===== config.mk =====
export PLATFORM = sky130hd
export DESIGN_NAME = tcsu_trap_unit
export DESIGN_NICKNAME = d
export VERILOG_FILES = /design/src/verilog/tcsu_pkg.sv /design/src/verilog/tcsu_trap_unit.sv
export VERILOG_INCLUDE_DIRS = /design/src /design/src/verilog
export SDC_FILE = /design/constraint.sdc
export NUM_CORES = 1
export LEC_CHECK = 0
export CORE_MARGIN = 5
export CORE_UTILIZATION = 60
export DETAILED_ROUTE_END_ITERATION = 6
export DONT_BUFFER_PORTS = 1
export PLACE_DENSITY_LB_ADDON = 0.25
export SLEW_MARGIN = 5
export SYNTH_ARGS = -nofsm -noshare
export SYNTH_HDL_FRONTEND = slang
export SYNTH_SLANG_ARGS = --single-unit

===== constraint.sdc =====
create_clock -name clk -period 2.9 [get_ports clk]
set_clock_uncertainty 0.15 [all_clocks]
set_input_delay 0.58 -clock clk [delete_from_list [all_inputs] [get_ports clk]]
set_output_delay 0.58 -clock clk [all_outputs]
set_load 0.03 [all_outputs]

===== src/verilog/tcsu_defs.svh =====
`ifndef TCSU_DEFS_SVH
`define TCSU_DEFS_SVH

// Reserved vector regions, byte addresses
`define TCSU_INT_VEC_BASE 16'h0000
`define TCSU_INT_VEC_WORDS 32
`define TCSU_EXT_OP_VEC_BASE 16'h0040
`define TCSU_EXT_OP_VEC_WORDS 32
`define TCSU_COLD_VEC_WS 16'hfffc
`define TCSU_COLD_VEC_CTR 16'hfffe

// Workspace geometry and save slots
`define TCSU_WS_WORDS 16
`define TCSU_SAVED_WS_REG 4'hd
`define TCSU_SAVED_CTR_REG 4'he
`define TCSU_SAVED_SW_REG 4'hf

// Address steps
`define TCSU_WORD_STEP 16'h0002
`define TCSU_CTR_STEP 16'h0002

// State word mask field; word bit 0 is the MSB, so bits 12..15 are [3:0]
`define TCSU_MASK_MSB 3
`define TCSU_MASK_LSB 0
`define TCSU_MASK_ZERO 4'h0
`define TCSU_LEVEL_TOP 4'h0
`define TCSU_LEVEL_STEP 4'h1

// Reset values
`define TCSU_SW_RESET 16'h0000
`define TCSU_CTR_RESET 16'h0000
`define TCSU_WS_RESET 16'h0000
`define TCSU_PIN_IDLE 6'h3f

`endif


===== src/verilog/tcsu_pkg.sv =====
package tcsu_pkg;

   // Context-switching instruction and workspace register read requests from the execution core
   typedef enum logic [1:0] {
      TCSU_OP_BRANCH_LOAD_CONTEXT = 2'h0,
      TCSU_OP_RETURN_RESTORE_CONTEXT = 2'h1,
      TCSU_OP_EXTENDED_OPERATION_TRAP = 2'h2,
      TCSU_OP_WS_READ = 2'h3
   } tcsu_op_t;

   typedef struct packed {
      logic valid;
      tcsu_op_t op;
      logic [15:0] operand;
   } tcsu_cmd_t;

   typedef enum logic [2:0] {
      TCSU_KIND_RESET = 3'h0,
      TCSU_KIND_COLD_START = 3'h1,
      TCSU_KIND_INTERRUPT = 3'h2,
      TCSU_KIND_BRANCH_LOAD = 3'h3,
      TCSU_KIND_RETURN = 3'h4,
      TCSU_KIND_EXT_OP = 3'h5,
      TCSU_KIND_WS_READ = 3'h6
   } tcsu_kind_t;

   typedef struct packed {
      logic req;
      logic we;
      logic [15:0] addr;
      logic [15:0] wdata;
   } tcsu_mem_t;

   typedef enum logic [2:0] {
      S_IDLE = 3'b000,
      S_FETCH_WS = 3'b001,
      S_FETCH_CTR = 3'b011,
      S_STORE_WS = 3'b010,
      S_STORE_CTR = 3'b110,
      S_STORE_SW = 3'b111,
      S_FETCH_SW = 3'b101,
      S_WS_READ = 3'b100
   } tcsu_state_t;

endpackage


===== src/verilog/tcsu_trap_unit.sv =====
`timescale 1ns/1ps
`include "tcsu_defs.svh"

module tcsu_trap_unit (
   // Clock and reset
   input wire logic clk,
   input wire logic rst_n,
   // Pins from the external priority encoder
   input wire logic interrupt_request_line_n,
   input wire logic [3:0] interrupt_level_code,
   input wire logic cold_start_request_n,
   // Execution core
   input wire logic instr_fetched,
   input wire logic instr_done,
   input wire logic counter_load,
   input wire logic [15:0] counter_value,
   input wire logic state_word_load,
   input wire logic [15:0] state_word_value,
   input wire tcsu_pkg::tcsu_cmd_t cmd,
   output logic busy,
   output logic [15:0] next_instruction_counter,
   output logic [15:0] processor_state_word,
   output logic [15:0] workspace_pointer,
   output logic [15:0] ws_rdata,
   output logic ws_rdata_valid,
   output logic trap_entered,
   // Memory
   output tcsu_pkg::tcsu_mem_t mem,
   input wire logic [15:0] mem_rdata,
   input wire logic mem_ack
);

   localparam logic [5:0] PIN_IDLE = `TCSU_PIN_IDLE;

   logic [5:0] pin_raw;
   logic [5:0] pin_s1;
   logic [5:0] pin_s2;
   logic [5:0] pin_s3;
   logic [5:0] pin_f;
   logic irq_active;
   logic cold_active;
   logic [3:0] level;
   logic [3:0] interrupt_mask_field;
   logic irq_ok;

   tcsu_pkg::tcsu_state_t state;
   tcsu_pkg::tcsu_kind_t kind;
   logic [3:0] trap_level;
   logic [15:0] new_ws;
   logic [15:0] new_counter;
   logic reset_pending;
   logic inhibit;
   logic commit;

   logic start;
   tcsu_pkg::tcsu_kind_t start_kind;
   logic [15:0] start_addr;

   function automatic logic [15:0] ws_addr(input logic [15:0] base, input logic [3:0] idx);
      ws_addr = base + {11'h000, idx, 1'b0};
   endfunction

   // Three-stage pin synchronisers; a change is taken once stages two and three agree
   assign pin_raw = {cold_start_request_n, interrupt_request_line_n, interrupt_level_code};

   generate
      for (genvar i = 0; i < 6; i++) begin : g_pin
         always_ff @(posedge clk or negedge rst_n) begin
            if (!rst_n) begin
               pin_s1[i] <= PIN_IDLE[i];
               pin_s2[i] <= PIN_IDLE[i];
               pin_s3[i] <= PIN_IDLE[i];
               pin_f[i] <= PIN_IDLE[i];
            end else begin
               pin_s1[i] <= pin_raw[i];
               pin_s2[i] <= pin_s1[i];
               pin_s3[i] <= pin_s2[i];
               // A one-cycle glitch never lands in the filtered copy
               if (pin_s2[i] == pin_s3[i]) begin
                  pin_f[i] <= pin_s3[i];
               end
            end
         end
      end
   endgenerate

   assign level = pin_f[3:0];
   assign irq_active = ~pin_f[4];
   assign cold_active = ~pin_f[5];
   assign interrupt_mask_field = processor_state_word[`TCSU_MASK_MSB:`TCSU_MASK_LSB];

   // Compared every cycle, taken only at an instruction boundary
   assign irq_ok = irq_active && !inhibit &&
                   ((level <= interrupt_mask_field) ||
                    (level == `TCSU_LEVEL_TOP));

   // Source selection; a core command belongs to the running instruction and so goes first
   always_comb begin
      start = 1'b0;
      start_kind = tcsu_pkg::TCSU_KIND_INTERRUPT;
      start_addr = `TCSU_INT_VEC_BASE;
      if (state == tcsu_pkg::S_IDLE) begin
         if (cmd.valid) begin
            start = 1'b1;
            case (cmd.op)
               tcsu_pkg::TCSU_OP_BRANCH_LOAD_CONTEXT: begin
                  start_kind = tcsu_pkg::TCSU_KIND_BRANCH_LOAD;
                  start_addr = cmd.operand;
               end
               tcsu_pkg::TCSU_OP_RETURN_RESTORE_CONTEXT: begin
                  start_kind = tcsu_pkg::TCSU_KIND_RETURN;
                  start_addr = ws_addr(workspace_pointer, `TCSU_SAVED_WS_REG);
               end
               tcsu_pkg::TCSU_OP_EXTENDED_OPERATION_TRAP: begin
                  start_kind = tcsu_pkg::TCSU_KIND_EXT_OP;
                  start_addr = `TCSU_EXT_OP_VEC_BASE + {10'h000, cmd.operand[3:0], 2'b00};
               end
               tcsu_pkg::TCSU_OP_WS_READ: begin
                  start_kind = tcsu_pkg::TCSU_KIND_WS_READ;
                  start_addr = ws_addr(workspace_pointer, cmd.operand[3:0]);
               end
               default: begin
                  start = 1'b0;
               end
            endcase
         end else if (reset_pending) begin
            start = 1'b1;
            start_kind = tcsu_pkg::TCSU_KIND_RESET;
            start_addr = `TCSU_INT_VEC_BASE;
         end else if (cold_active && instr_done && !inhibit) begin
            start = 1'b1;
            start_kind = tcsu_pkg::TCSU_KIND_COLD_START;
            start_addr = `TCSU_COLD_VEC_WS;
         end else if (irq_ok && instr_done) begin
            start = 1'b1;
            start_kind = tcsu_pkg::TCSU_KIND_INTERRUPT;
            start_addr = `TCSU_INT_VEC_BASE + {10'h000, level, 2'b00};
         end
      end
   end

   // The acknowledge of the third store or third fetch closes every switch
   assign commit = mem_ack && ((state == tcsu_pkg::S_STORE_SW) || (state == tcsu_pkg::S_FETCH_SW));

   // Exchange engine: two vector fetches and three stores in, three fetches back out
   always_ff @(posedge clk or negedge rst_n) begin
      if (!rst_n) begin
         state <= tcsu_pkg::S_IDLE;
         kind <= tcsu_pkg::TCSU_KIND_RESET;
         trap_level <= `TCSU_LEVEL_TOP;
         new_ws <= `TCSU_WS_RESET;
         new_counter <= `TCSU_CTR_RESET;
         mem <= '0;
         busy <= 1'b0;
         ws_rdata <= 16'h0000;
         ws_rdata_valid <= 1'b0;
         trap_entered <= 1'b0;
      end else begin
         ws_rdata_valid <= 1'b0;
         trap_entered <= 1'b0;
         case (state)
            tcsu_pkg::S_IDLE: begin
               if (start) begin
                  kind <= start_kind;
                  // Level is held here; the pins may move once the switch is under way
                  trap_level <= level;
                  busy <= 1'b1;
                  mem.req <= 1'b1;
                  mem.we <= 1'b0;
                  mem.addr <= start_addr;
                  mem.wdata <= 16'h0000;
                  state <= (start_kind == tcsu_pkg::TCSU_KIND_WS_READ) ? tcsu_pkg::S_WS_READ
                                                                       : tcsu_pkg::S_FETCH_WS;
               end
            end
            tcsu_pkg::S_FETCH_WS: begin
               if (mem_ack) begin
                  new_ws <= mem_rdata;
                  mem.addr <= mem.addr + `TCSU_WORD_STEP;
                  state <= tcsu_pkg::S_FETCH_CTR;
               end
            end
            tcsu_pkg::S_FETCH_CTR: begin
               if (mem_ack) begin
                  new_counter <= mem_rdata;
                  if (kind == tcsu_pkg::TCSU_KIND_RETURN) begin
                     // Saved word comes last, so it is committed straight off the bus
                     mem.addr <= ws_addr(workspace_pointer, `TCSU_SAVED_SW_REG);
                     state <= tcsu_pkg::S_FETCH_SW;
                  end else begin
                     mem.we <= 1'b1;
                     mem.addr <= ws_addr(new_ws, `TCSU_SAVED_WS_REG);
                     mem.wdata <= workspace_pointer;
                     state <= tcsu_pkg::S_STORE_WS;
                  end
               end
            end
            tcsu_pkg::S_STORE_WS: begin
               if (mem_ack) begin
                  mem.addr <= mem.addr + `TCSU_WORD_STEP;
                  mem.wdata <= next_instruction_counter;
                  state <= tcsu_pkg::S_STORE_CTR;
               end
            end
            tcsu_pkg::S_STORE_CTR: begin
               if (mem_ack) begin
                  mem.addr <= mem.addr + `TCSU_WORD_STEP;
                  mem.wdata <= processor_state_word;
                  state <= tcsu_pkg::S_STORE_SW;
               end
            end
            tcsu_pkg::S_STORE_SW, tcsu_pkg::S_FETCH_SW: begin
               if (mem_ack) begin
                  mem <= '0;
                  busy <= 1'b0;
                  trap_entered <= (kind == tcsu_pkg::TCSU_KIND_RESET) ||
                                  (kind == tcsu_pkg::TCSU_KIND_COLD_START) ||
                                  (kind == tcsu_pkg::TCSU_KIND_INTERRUPT);
                  state <= tcsu_pkg::S_IDLE;
               end
            end
            tcsu_pkg::S_WS_READ: begin
               if (mem_ack) begin
                  // A register read is no switch, so the context registers stay as they are
                  ws_rdata <= mem_rdata;
                  ws_rdata_valid <= 1'b1;
                  mem <= '0;
                  busy <= 1'b0;
                  state <= tcsu_pkg::S_IDLE;
               end
            end
            default: begin
               mem <= '0;
               busy <= 1'b0;
               state <= tcsu_pkg::S_IDLE;
            end
         endcase
      end
   end

   // Power-up runs the level-0 trap first unless a core command is valid in idle, which goes ahead of it
   always_ff @(posedge clk or negedge rst_n) begin
      if (!rst_n) begin
         reset_pending <= 1'b1;
      end else if (start && (start_kind == tcsu_pkg::TCSU_KIND_RESET)) begin
         reset_pending <= 1'b0;
      end
   end

   // Entering a reset, cold-start or interrupt routine blocks recognition until its first instruction is done; set wins over clear
   always_ff @(posedge clk or negedge rst_n) begin
      if (!rst_n) begin
         inhibit <= 1'b0;
      end else if (commit && (kind == tcsu_pkg::TCSU_KIND_RESET ||
                              kind == tcsu_pkg::TCSU_KIND_COLD_START ||
                              kind == tcsu_pkg::TCSU_KIND_INTERRUPT)) begin
         inhibit <= 1'b1;
      end else if (instr_done) begin
         inhibit <= 1'b0;
      end
   end

   // Workspace base pointer
   always_ff @(posedge clk or negedge rst_n) begin
      if (!rst_n) begin
         workspace_pointer <= `TCSU_WS_RESET;
      end else if (commit) begin
         workspace_pointer <= new_ws;
      end
   end

   // Next-instruction counter; a commit outranks core updates
   always_ff @(posedge clk or negedge rst_n) begin
      if (!rst_n) begin
         next_instruction_counter <= `TCSU_CTR_RESET;
      end else if (commit) begin
         next_instruction_counter <= new_counter;
      // A jump discards the step of the fetch that carried it
      end else if (counter_load) begin
         next_instruction_counter <= counter_value;
      end else if (instr_fetched) begin
         next_instruction_counter <= next_instruction_counter + `TCSU_CTR_STEP;
      end
   end

   // State word and its mask field
   always_ff @(posedge clk or negedge rst_n) begin
      if (!rst_n) begin
         processor_state_word <= `TCSU_SW_RESET;
      end else if (commit) begin
         case (kind)
            tcsu_pkg::TCSU_KIND_RETURN: begin
               processor_state_word <= mem_rdata;
            end
            tcsu_pkg::TCSU_KIND_RESET: begin
               processor_state_word <= `TCSU_SW_RESET;
            end
            tcsu_pkg::TCSU_KIND_COLD_START: begin
               processor_state_word[`TCSU_MASK_MSB:`TCSU_MASK_LSB] <= `TCSU_MASK_ZERO;
            end
            tcsu_pkg::TCSU_KIND_INTERRUPT: begin
               // Level 0 would wrap to 15 and open every level, so it stops at zero
               processor_state_word[`TCSU_MASK_MSB:`TCSU_MASK_LSB] <=
                  (trap_level == `TCSU_LEVEL_TOP) ? `TCSU_MASK_ZERO
                                                  : trap_level - `TCSU_LEVEL_STEP;
            end
            tcsu_pkg::TCSU_KIND_BRANCH_LOAD, tcsu_pkg::TCSU_KIND_EXT_OP: begin
               // A called routine runs under its caller's mask; only a return brings back a saved word
               processor_state_word <= processor_state_word;
            end
            default: begin
               processor_state_word <= processor_state_word;
            end
         endcase
      end else if (state_word_load) begin
         processor_state_word <= state_word_value;
      end
   end

endmodule // tcsu_trap_unit


# Yosys cells after proc, flatten, opt, wreduce, memory -nomap -nowiden
# Cells that the tools add are included.
# totals
wordCells	175
out_inout_bits	101
reg_bits	169
# classes
bitwise_logic	2
n_reduce_logical	38
n_lt_le_gt_ge	1
mux	54
n_eq_ne	29
addsub	8
# ops
operator	n
$mux 16	11
$pmux 16 s6	1
$pmux 16 s5	1
$mux 34	2
$mux 32	2
$pmux 16 s4	1
$add 16x5->16 const B	3
$mux 33	1
$add 16x2->16 const B	2
$mux 3	10
$pmux 12 s2	1
$eq 3x3->1 const B	6
$pmux 3 s6	1
$add 16x5->16	1
$mux 1	14
$ne 2x2->1 const B	6
$pmux 3 s4	1
$pmux 4 s3	1
$reduce_and 2->1	6
$eq 3x2->1 const B	3
$logic_not 3->1	3
$add 7x6->8 const A	1
$logic_and 1x1->1	8
$logic_not 4->1	2
27 further kinds	44

# Depth between registers and ports, before layout
# Gate-level depths: netlist (run 1).
# logic_depth
ltp_word	11
ltp_mapped	11

# Worst setup path before layout (run 1)
# OpenSTA, ideal clock, no wires.
# synth_path
path_type	in2reg
start	input cmd[16] (netlist bit)
end	register mem[31] (netlist bit)
cell_stages	11
t_arrival_ns	2.473
n_path_buf	1
required_ns	2.606
setup_slack_ns	0.132
cell_sequence	ha_1 -> nand2b_1 -> ha_1 -> fa_1 -> nand3_1 -> and2_1 -> clkbuf_1 -> nor3_1 -> xor2_1 -> a221oi_1 -> a31oi_1
# synth_via
elab_chain_len	5
word_cells_on_any_way	8
# synth_rtl
item	line	source
from (decl)	tcsu_trap_unit.sv:19	input wire tcsu_pkg::tcsu_cmd_t cmd,
$eq 2x2->1, or another cell as far along	tcsu_trap_unit.sv:105	case (cmd.op)
$pmux 16 s4 *	tcsu_trap_unit.sv:105	
$mux 16 *	tcsu_trap_unit.sv:103	if (cmd.valid) begin
$mux 34 *	tcsu_trap_unit.sv:163	if (start) begin
$pmux 16 s6 *	tcsu_trap_unit.sv:161	case (state)
to (decl)	tcsu_trap_unit.sv:28	output tcsu_pkg::tcsu_mem_t mem,
# Mark *: on every way between the ends. The rest lies on a longest branch, timed or not. The select of a mux whose other input is x is not followed.
# A chain may end at the register's enable or synchronous reset.

# Worst setup path in the final report (run 1)
# layout_path
start	register pin_f[1], in the netlist level[1]
end	register mem[16] (netlist bit)
# layout_via
elab_chain_len	11
word_cells_on_any_way	12
# layout_rtl
item	line	source
from (decl)	tcsu_trap_unit.sv:39	logic [5:0] pin_f;
from (signal, indexed assignment)	tcsu_trap_unit.sv:73	pin_f[i] <= PIN_IDLE[i];
from (signal, indexed assignment)	tcsu_trap_unit.sv:80	pin_f[i] <= pin_s3[i];
$le 4x4->1 or $logic_not 4->1 (tied branches)	-	
$logic_or 1x1->1 *	tcsu_trap_unit.sv:94	((level <= interrupt_mask_field) ||
$logic_and 1x1->1 *	tcsu_trap_unit.sv:93	assign irq_ok = irq_active && !inhibit &&
$logic_and 1x1->1 *	tcsu_trap_unit.sv:134	end else if (irq_ok && instr_done) begin
$mux 1 *	tcsu_trap_unit.sv:134	
$mux 1 *	tcsu_trap_unit.sv:130	end else if (cold_active && instr_done && !inhibit) begin
$mux 1 *	tcsu_trap_unit.sv:126	end else if (reset_pending) begin
$mux 1 *	tcsu_trap_unit.sv:103	
$mux 1 *	tcsu_trap_unit.sv:102	if (state == tcsu_pkg::S_IDLE) begin
$ne 2x2->1 (no line) *	-	
$reduce_and 6->1 (no line) *	-	
# Mark *: on every way between the ends. The rest lies on a longest branch, timed or not.

==> results of run 1 <==
-- worst min-delay path by stage --
stage	endpoint	startpoint	slack, ns
after floorplan	busy	rst_n	0.13
after global placement	new_counter[2]	rst_n	0.14
after detailed placement	new_counter[2]	rst_n	0.14
after CTS	next_instruction_counter[8]	rst_n	-0.31
after global routing	next_instruction_counter[8]	rst_n	-0.32
final	next_instruction_counter[8]	rst_n	-0.30
-- power groups by stage --
stage               registers (µW)  logic, µW  clock network [µW]
global route                  5390       4890                2510
floorplan                     5120       3120                   0
finish                        5260       4490                2390
detailed placement            5270       4380                   0
CTS                           5240       4440                2400
global placement              5250       4320                   0
-- stage by stage --
step	setup WS, ns	hold slack [ns]
after floorplan	0.132	0.134
after global placement	0.0367	0.139
after detailed placement	0.00227	0.138
after CTS	0.266	-0.312
after global routing	0.135	-0.324
final	0.246	-0.300
-- critical path, delay by kind of cell (launching register included) --
| kind | cells | cell delay (ns) |
|---|---|---|
| AOI/OAI and AO/OA | 3 | 0.78 |
| adders and majority gates | 1 | 0.27 |
| buffers and inverters | 1 | 0.19 |
| DFF | 1 | 0.61 |
| muxes | 1 | 0.33 |
| and+or+nand+nor | 2 | 0.21 |
-- per-layer routing --
layer | GRT usage (%) | part of all wire, % | vias up
li1 | - | - | 3527
met3 | 9.99 | 10 | 60
met1 | 41.9 | 40 | 3781
met5 | 0 | 0 | -
met4 | 11.0 | 3.6 | 0
met2 | 48.0 | 46 | 402
-- cell families after synthesis --
| logic type | after synthesis |
|---|---|
| AND/OR/NAND/NOR | 349 |
| AO/OA/AOI/OAI | 232 |
| flip-flops | 168 |
| buffers and inverters | 77 |
| multiplexers | 75 |
| XOR/XNOR | 59 |
| adder cells (fa/ha/maj) | 25 |
-- sequential cells by signal, summed over array words and instances, names as in the netlist, 4 cells and up --
signal,cells
pin_s3,6
pin_s1,6
next_instruction_counter,16
new_ws,16
pin_s2,6
ws_rdata,16
mem,33
processor_state_word,16
workspace_pointer,16
new_counter,16
trap_level,4
level,4
-- synth_stat cells, types with 3 or more instances --
master	instances
maj3_1	6
a22oi_1	20
a41oi_1	3
nor4_1	7
nand3_1	39
ha_1	18
a221oi_1	6
nor3_1	18
and3_1	7
nor2_1	55
nand2b_1	7
buf_1	4
o211ai_1	9
nand2_1	165
a211oi_1	7
inv_1	17
a222oi_1	3
dfstp_2	25
and4_1	6
dfrtp_1	143
nor3b_1	3
o21ai_2	10
o31ai_1	6
a21oi_1	38
buf_2	12
xnor2_1	34
a31oi_1	14
clkbuf_1	40
nor2b_1	6
o21ai_0	81
o22ai_1	6
a21o_1	7
nand4_1	16
xor2_1	25
mux2_2	52
mux2i_1	23
-- area by class of cell --
class,instances,area [µm²],area share (%)
Clock inverter,12,165,1.61
Timing Repair Buffer,50,390,3.80
Clock buffer,20,447,4.35
Multi-Input combinational cell,740,4740,46.1
Sequential cell,168,4240,41.2
Inverter,17,63.8,0.621
Tap cell,188,235,2.29
==> impl_metrics.ini, run 1 <==
[status]
status = finished, violations left
violations = negative hold slack

[clock_tree]
postCtsHoldBufs = 6
cts_tree = built
clockRootBuffer = clkbuf_16
path_clk_slew_ns = 0.06
clock_path_buffers = 2
numClockSinks = 168
ctsResizeCount = 0
post_cts_buffers = 0
cts_htree_levels = 4
insertion_delay_ns = 0.42
cts_buffers = 17

[logic_synthesis]
netlist_area_mm2 = 0.00931
synth-edff-count = 0
ys.flop_type = dfrtp_1
ys_ff_latch = 168
syn_inst = 985
synthSimpleGateAreaFrac_pct = 17.5
syn_nets = 1084
ys_warn_count = 0
seq_area_frac_synth_pct = 45.5
synth_fa_ha_area_share_pct = 3.28
synth-compound-area-share_pct = 15.9
syn_area_per_cell_um2 = 9.45
synth_top_area_share_pct = 38.4
synth_top_family_by_area = simple AND/OR/NAND/NOR gates
yosysTopAreaCell = dfrtp_1
synth_xor_area_share_pct = 5.55
muxShareOfSynthArea_pct = 8.76
synth_cell_types = 71
async_flop_share_pct = 100
ys_top_cells_by_area = dfrtp_1 38%, dfstp_2 7.1%, nand2_1 6.7%

[final_layout]
nets = 1093
syn_to_final_growth_pct = 10.4
layout_commonest_cell = nand2_1
final_cell_mix = 165 x nand2_1, 143 x dfrtp_1, 81 x o21ai_0
antenna_cells = 0
postLayoutCoreUtil_pct = 67.6
drive_above_1_share_pct = 17.5
final_cell_count_no_fill = 1195
fin_area_mm2 = 0.0103
nFillCells = 1219

[pwr]
p_sw_uw = 5670
fin_total_pwr_uw = 12100
swShare_pct = 46.7
ir_worst_vdd_mv = 0.759
p_per_area_mw_per_mm2 = 1180
pwr-share-clk_pct = 19.7
p_leak_uw = 0.00434
p_int_uw = 6470
seq_power_share_pct = 43.3
combPwrFrac_pct = 37.0

[worst_setup_path]
crit_chain = ha_1 > nor2b_1 > o211ai_1 > a31oi_1 > a21o_1 > buf_4 > nand2_1 > mux2_2
cp-startpoint = level[1]
worstPathArrival_ns = 2.81
cp.required_ns = 3.06
cpMaxStageDelayCell = dfstp_2
slowest_delay_ns = 0.61
endpoint = mem[16]
start_kind = flip-flop
path_class = flip-flop to flip-flop
r2r_cells = 8
reg2reg_to = mem[16]
regToRegSetupSlack_ns = 0.25
crit-reg2reg-launch = level[1]
cp-end-kind = flip-flop
crit_fanout = 6

[timing]
slew_viol_final = 0
period_share_pct = 91.5
fmax_mhz = 377
rsz0062_at_grt = false
holdWs_ns = -0.300
finalSetupViolations = 0
tns_ns = 0
fin_crit_ns = 2.65
worstMarginPinSlew_ns = 0.906
hold_viol_final = 168
max_slew_margin_pct = 39.5

[floorplanning]
core_area_mm2 = 0.0152
start_util_pct = 61.3
rows = 45
die_h_um = 135
die_w_um = 135
die_area_mm2 = 0.0181
io_pins = 181

[routing]
drtAntennaViolNets = 0
num_vias = 7770
viasPerCell = 6.50
wl_per_cell_um = 23.7
first_iter_violations = 860
drc = 0
dr.pass1.iters = 7
finalWirelength_um = 28300

[run]
maxCapViolations = 0

[global_routing]
grt_usage_pct = 31.2
grt_max_degree = 169
grt_pass1_wl_um = 43400
grt_pass1_vias = 7448
globalRouteOverflowTotal = 0
antenna_found_initial = 0

[place]
placed_cell_area_mm2 = 0.00961
io_buffers = 0
dpl.cell_count = 1157
place.gp.congestion = 0.982
dpl.hpwl_um = 20600

[worst_hold_path]
hp-class = input port to async pin
(Power assumes the default switching activity.)
==> inputs of run 2 (changes only) <==
--- a/config.mk
+++ b/config.mk
@@ -6,8 +6,10 @@
 export SDC_FILE = /design/constraint.sdc
 export NUM_CORES = 1
 export LEC_CHECK = 0
+export CELL_PAD_IN_SITES_DETAIL_PLACEMENT = 0
+export CELL_PAD_IN_SITES_GLOBAL_PLACEMENT = 1
 export CORE_MARGIN = 5
-export CORE_UTILIZATION = 60
+export CORE_UTILIZATION = 49
 export DETAILED_ROUTE_END_ITERATION = 6
 export DONT_BUFFER_PORTS = 1
 export PLACE_DENSITY_LB_ADDON = 0.25
==> run 2 against run 1 <==
Against the previous run: the flow finishes with violations (design-rule violations, negative hold slack); final area up 0.54%; worst setup slack better by 0.027 ns; clock power down 6%; sequential cell count unchanged; hold slack worse by 0.017 ns; clock-buffer cell count unchanged; routed wire length up 6.2%; via count down 0.48%; die area up 21%; critical path type unchanged; largest cell class unchanged.
==> impl_metrics.ini, run 2 (same netlist as run 1, synthesis figures left out) <==
[status]
status = finished, violations left
violations = design-rule violations, negative hold slack

[final_layout]
nets = 1098
antenna_cells = 0
final_cell_mix = 165 x nand2_1, 143 x dfrtp_1, 81 x o21ai_0
regMostFlops = mem
postLayoutCoreUtil_pct = 55.3
drive_above_1_share_pct = 18.1
layout_commonest_cell = nand2_1
final_cell_count_no_fill = 1246
fin_area_mm2 = 0.0103
syn_to_final_growth_pct = 11.0
nFillCells = 1701
largest_register_ffs = 33

[routing]
first_iter_violations = 620
wl_per_cell_um = 24.2
num_vias = 7733
viasPerCell = 6.21
dr.pass1.iters = 7
drtAntennaViolNets = 0
finalWirelength_um = 30100
drc = 2

[clock_tree]
ctsResizeCount = 0
clockRootBuffer = clkbuf_16
numClockSinks = 168
cts_tree = built
cts_buffers = 17
insertion_delay_ns = 0.44
path_clk_slew_ns = 0.07
postCtsHoldBufs = 6
cts_htree_levels = 4
clock_path_buffers = 2

[floorplanning]
start_util_pct = 49.8
io_pins = 181
rows = 50
die_area_mm2 = 0.0219
core_area_mm2 = 0.0187
die_w_um = 148
die_h_um = 148

[timing]
fin_ws_ns = 0.273
max_slew_margin_pct = 35.2
holdWs_ns = -0.317
finalSetupViolations = 0
fin_crit_ns = 2.63
fmax_mhz = 381
period_share_pct = 90.6
rsz0062_at_grt = false
worstMarginPinSlew_ns = 0.971
slew_viol_final = 0
hold_viol_final = 143

[worst_setup_path]
crit-reg2reg-launch = level[0]
path_class = flip-flop to flip-flop
crit_buf_inv = 1
cp-end-kind = flip-flop
endpoint = mem[11]
cpMaxStageDelayCell = dfstp_2
cp.required_ns = 3.06
start_kind = flip-flop
cp.depth = 8
worstPathArrival_ns = 2.79
crit_chain = inv_1 > ha_1 > nand4_1 > a21boi_2 > a31oi_1 > a21o_1 > and2_4 > o21ai_0
r2r_cells = 8
reg2reg_to = mem[11]
cp_top_family = compound AO/OA/AOI/OAI gates
crit_fanout = 16
slowest_delay_ns = 0.58
cp-startpoint = level[0]
regToRegSetupSlack_ns = 0.27

[global_routing]
globalRouteOverflowTotal = 0
antenna_found_initial = 0
grt_pass1_vias = 7603
grt_max_degree = 169
grt_pass1_wl_um = 46600
grt_usage_pct = 27.8

[pwr]
ir_worst_vdd_mv = 0.700
p_leak_uw = 0.00435
p_per_area_mw_per_mm2 = 1170

[worst_hold_path]
hp-class = input port to async pin

[place]
place.gp.congestion = 0.942
dpl.hpwl_um = 22300
dpl.cell_count = 1208
io_buffers = 0
placed_cell_area_mm2 = 0.00970
pre_cts_ws_ns = -0.0113

[run]
maxCapViolations = 0
[run 2: cell count changes in the layout (fill, tap and decap cells not counted), sizes merged]
cell / before / now
buf: 44 / 49
inv: 21 / 24
bufinv: 3 / 0
[run 2: area by class of cell]
| type | count | area, µm² | share of cell area, % |
|---|---|---|---|
| flip-flops and latches | 168 | 4240 | 41.0 |
| well taps | 234 | 293 | 2.83 |
| inverters | 17 | 63.8 | 0.617 |
| clock inverters | 12 | 105 | 1.02 |
| repair buffers | 55 | 428 | 4.14 |
| clock buffers | 20 | 467 | 4.52 |
| multi-input cells | 740 | 4740 | 45.9 |
[run 2: worst reg2reg max path, stage by stage (launching register included)]
cell and delay, ns:
dfstp_2 0.58, inv_1 0.07, ha_1 0.28, nand4_1 0.14, a21boi_2 0.08, a31oi_1 0.29
a21o_1 0.39, and2_4 0.38, o21ai_0 0.14
[run 2: through the flow]
stage / power [µW] / TNS [ns]
after CTS: 12100 / 0
after detailed placement: 9790 / -0.0113
after global placement: 9740 / 0
final: 12100 / 0
after floorplan: 8240 / 0
after global routing: 12800 / 0
[run 2: routing by layer]
metal,share of wire (%),GRT usage [%],vias up
li1,-,-,3545
met2,46,42.6,360
met3,10,9.66,39
met5,0,0,-
met1,42,37.8,3789
met4,2.4,7.67,0
[run 2: timing repair]
item                       4_1_cts  5_1_grt
setup buffers                    0        0
hold endpoints to repair       174      168
setup endpoints to repair        0        0
[run 2: worst min path at each step]
| stage | depth (start not counted) | slack (ns) | endpoint | start |
|---|---|---|---|---|
| after floorplan | 0 | 0.13 | busy | rst_n |
| after global placement | 0 | 0.14 | new_counter[2] | rst_n |
| after detailed placement | 0 | 0.14 | next_instruction_counter[0] | rst_n |
| after CTS | 0 | -0.33 | next_instruction_counter[0] | rst_n |
| after global routing | 0 | -0.34 | next_instruction_counter[0] | rst_n |
| final | 0 | -0.32 | next_instruction_counter[0] | rst_n |
[run 2: where the power goes]
| group | internal, µW | total (µW) | switching, µW |
|---|---|---|---|
| clock | 1200 | 2240 | 1040 |
| sequential | 3230 | 5230 | 1990 |
| combinational | 1870 | 4600 | 2740 |
| total | 6300 | 12100 | 5770 |
==> inputs of run 3 (changes only) <==
--- a/config.mk
+++ b/config.mk
@@ -6,10 +6,11 @@
 export SDC_FILE = /design/constraint.sdc
 export NUM_CORES = 1
 export LEC_CHECK = 0
+export ABC_AREA = 1
 export CELL_PAD_IN_SITES_DETAIL_PLACEMENT = 0
 export CELL_PAD_IN_SITES_GLOBAL_PLACEMENT = 1
 export CORE_MARGIN = 5
-export CORE_UTILIZATION = 49
+export CORE_UTILIZATION = 47
 export DETAILED_ROUTE_END_ITERATION = 6
 export DONT_BUFFER_PORTS = 1
 export PLACE_DENSITY_LB_ADDON = 0.25
==> run 3 against run 2 <==
Against the previous run: the run ends with negative hold slack left; maximum frequency up 0.71%; clock power up 5%; final area up 3.1%; final cell count up 26%; worst setup slack better by 0.019 ns; die area up 8.2%; power down 0.93%; routed wire length up 3.4%; sequential share of layout area down 1.2 points; critical path depth up 6; clock-buffer cell count down 3; largest cell class unchanged; largest power group unchanged; highest routed layer unchanged.
==> impl_metrics.ini, run 3 <==
[routing]
num_vias = 8671
wl_per_cell_um = 19.7
wl_met3_um = 2330
dr.max_layer_used = met4
drtAntennaViolNets = 0
met1_length_um = 14100
finalWirelength_um = 31100
dr.pass1.iters = 5
drc = 0
viasPerCell = 5.50
wl_met2_um = 13900
first_iter_violations = 602

[clock_tree]
cts_tree = built
path_clk_slew_ns = 0.08
numClockSinks = 168
cts_buffers = 17
cts_htree_levels = 4
postCtsHoldBufs = 6
clockRootBuffer = clkbuf_16
ctsResizeCount = 0
insertion_delay_ns = 0.44
clock_path_buffers = 2

[worst_setup_path]
crit_chain = inv_1 > ha_1 > nand2_1 > inv_1 > nand2_1 > nand2_1 > inv_1 > nand2_1 > nand2_2 > nand3_4 > nand3_4 > inv_2 > o21ai_0 > o21ai_0
crit-reg2reg-launch = processor_state_word[3]
slowest_delay_ns = 0.57
cpMaxStageDelayCell = dfrtp_1
start_kind = flip-flop
cp.required_ns = 3.10
worstPathArrival_ns = 2.81
crit_path_frequent_cell = nand2_1
crit_buf_inv = 4
reg2reg_to = state[1]
path_class = flip-flop to flip-flop
regToRegSetupSlack_ns = 0.29
cp_top_family = simple AND/OR/NAND/NOR gates
r2r_cells = 14
crit_fanout = 18
cp-end-kind = flip-flop

[logic_synthesis]
ys_warn_count = 0
synth_top_area_share_pct = 36.8
async_flop_share_pct = 100
synth-edff-count = 0
synth_commonest_cells = 367 x nand2_1, 157 x o21ai_0, 143 x dfrtp_1
netlist_area_mm2 = 0.00972
syn_inst = 1291
ys.flop_type = dfrtp_1
syn_nets = 1390
synth_cell_types = 55
syn_area_per_cell_um2 = 7.53
seq_area_frac_synth_pct = 43.6
post-synth-top-count-cell = nand2_1
ys_ff_latch = 168
yosysTopAreaCell = dfrtp_1
ys_top_cells_by_area = dfrtp_1 37%, nand2_1 14%, o21ai_0 8.1%

[timing]
period_share_pct = 89.9
finalSetupViolations = 0
worstMarginPinSlew_ns = 0.865
fin_crit_ns = 2.61
fmax_mhz = 383
holdWs_ns = -0.329
rsz0062_at_grt = false
max_slew_margin_pct = 42.2
hold_viol_final = 143
slew_viol_final = 0

[status]
status = finished, violations left
violations = negative hold slack

[floorplanning]
rows = 52
die_w_um = 154
start_util_pct = 47.9
io_pins = 181
core_area_mm2 = 0.0203
die_area_mm2 = 0.0237
die_h_um = 154

[global_routing]
grt_max_degree = 169
grt_pass1_vias = 8263
antenna_found_initial = 0
grt_usage_pct = 25.9
grt_pass1_wl_um = 48100
globalRouteOverflowTotal = 0

[place]
dpl.hpwl_um = 23800
placed_cell_area_mm2 = 0.00998
io_buffers = 0
place.gp.congestion = 0.975

[final_layout]
largest_register_ffs = 33
nFillCells = 2007
drive_above_1_share_pct = 10.6
final_cell_mix = 367 x nand2_1, 157 x o21ai_0, 143 x dfrtp_1
layout_commonest_cell = nand2_1
regMostFlops = mem
nets = 1391
syn_to_final_growth_pct = 9.55
fin_area_mm2 = 0.0107

[pwr]
ir_worst_vdd_mv = 0.566
p_per_area_mw_per_mm2 = 1120
p_leak_uw = 0.00507

[run]
maxCapViolations = 0

[worst_hold_path]
hp-class = input port to async pin
[run 3: cell count changes in the layout (fill, tap and decap cells not counted), sizes merged, moves of 30 or more]
cell / delta
inv: +124
o21ai: +78
nor2: +63
buf: -30
nand3: +59
nand2: +213
mux2: -46
[run 3: where the power goes]
group | total (µW) | switching [µW] | internal (µW) | leakage, µW
registers | 5170 | 2000 | 3170 | 0.00206
logic | 4440 | 3010 | 1430 | 0.00273
clock network | 2350 | 1110 | 1230 | 0.000286
total | 12000 | 6120 | 5840 | 0.00507
[run 3: worst max-delay path by stage]
stage	startpoint	end	slack (ns)	cells past startpoint
after floorplan	cmd[16]	mem[25]	0.24	14
after detailed placement	cmd[16]	mem[25]	-0.007	14
after global routing	processor_state_word[3]	state[0]	0.16	14
final	processor_state_word[3]	state[1]	0.29	14
after CTS	processor_state_word[3]	state[1]	0.31	14
after global placement	cmd[16]	mem[25]	0.08	14
[run 3: cells by family (layout without fill, tap and decap cells)]
kind of cell / count (synthesis) / in the layout / share of synthesized area [%]
XOR/XNOR: 15 / 15 / 1.35
AND/OR/NAND/NOR: 631 / 631 / 28.4
buffers and inverters: 186 / 200 / 7.93
multiplexers: 6 / 6 / 0.695
other: 0 / 1 / 0
AO/OA/AOI/OAI: 260 / 260 / 14.9
adder cells (fa/ha/maj): 25 / 25 / 3.14
flip-flops: 168 / 168 / 43.6
[run 3: worst register-to-register path, cell delays in order, from the launching register on]
cell     delay, ns
dfrtp_1       0.57
inv_1         0.17
ha_1          0.34
nand2_1       0.06
inv_1         0.06
nand2_1       0.05
nand2_1       0.05
inv_1         0.03
nand2_1       0.09
nand2_2       0.12
nand3_4       0.12
nand3_4       0.22
inv_2         0.28
o21ai_0       0.12
o21ai_0       0.09
[run 3: layout make-up]
class                   instances  area (µm²)  share of cell area [%]
diodes                          1        2.50                  0.0235
clock buffers                  17         425                    3.99
clock inverters                15         181                    1.70
inverters                     143         544                    5.11
multi-input cells             937        4720                    44.3
flip-flops and latches        168        4240                    39.8
well taps                     270         338                    3.17
repair buffers                 25         203                    1.90
[run 3: stage by stage]
| stage | power (µW) | util, % | std cells | TNS [ns] | setup WS (ns) |
|---|---|---|---|---|---|
| 6_report | 12000 | 52.5 | 1576 | 0 | 0.292 |
| 5_1_grt | 12700 | 52.5 | 1575 | 0 | 0.155 |
| 4_1_cts | 12000 | 52.5 | 1575 | 0 | 0.306 |
| 3_5_place_dp | 9590 | 49.2 | 1537 | -0.00699 | -0.00699 |
| 3_3_place_gp | 9530 | 49.2 | 1537 | 0 | 0.0770 |
| 2_1_floorplan | 8160 | - | 1291 | 0 | 0.243 |
[run 3: layer usage]
| layer | global-route usage [%] | vias up |
|---|---|---|
| met2 | 40.0 | 318 |
| met1 | 36.1 | 4084 |
| met3 | 6.55 | 38 |
| met4 | 7.99 | 0 |
| met5 | 0 | - |
| li1 | - | 4231 |
[run 3: repair_timing]
action / 4_1_cts / 5_1_grt
setup endpoints to repair: 0 / 0
endpoints found under the hold margin: 174 / 168
buffers inserted: 0 / 0
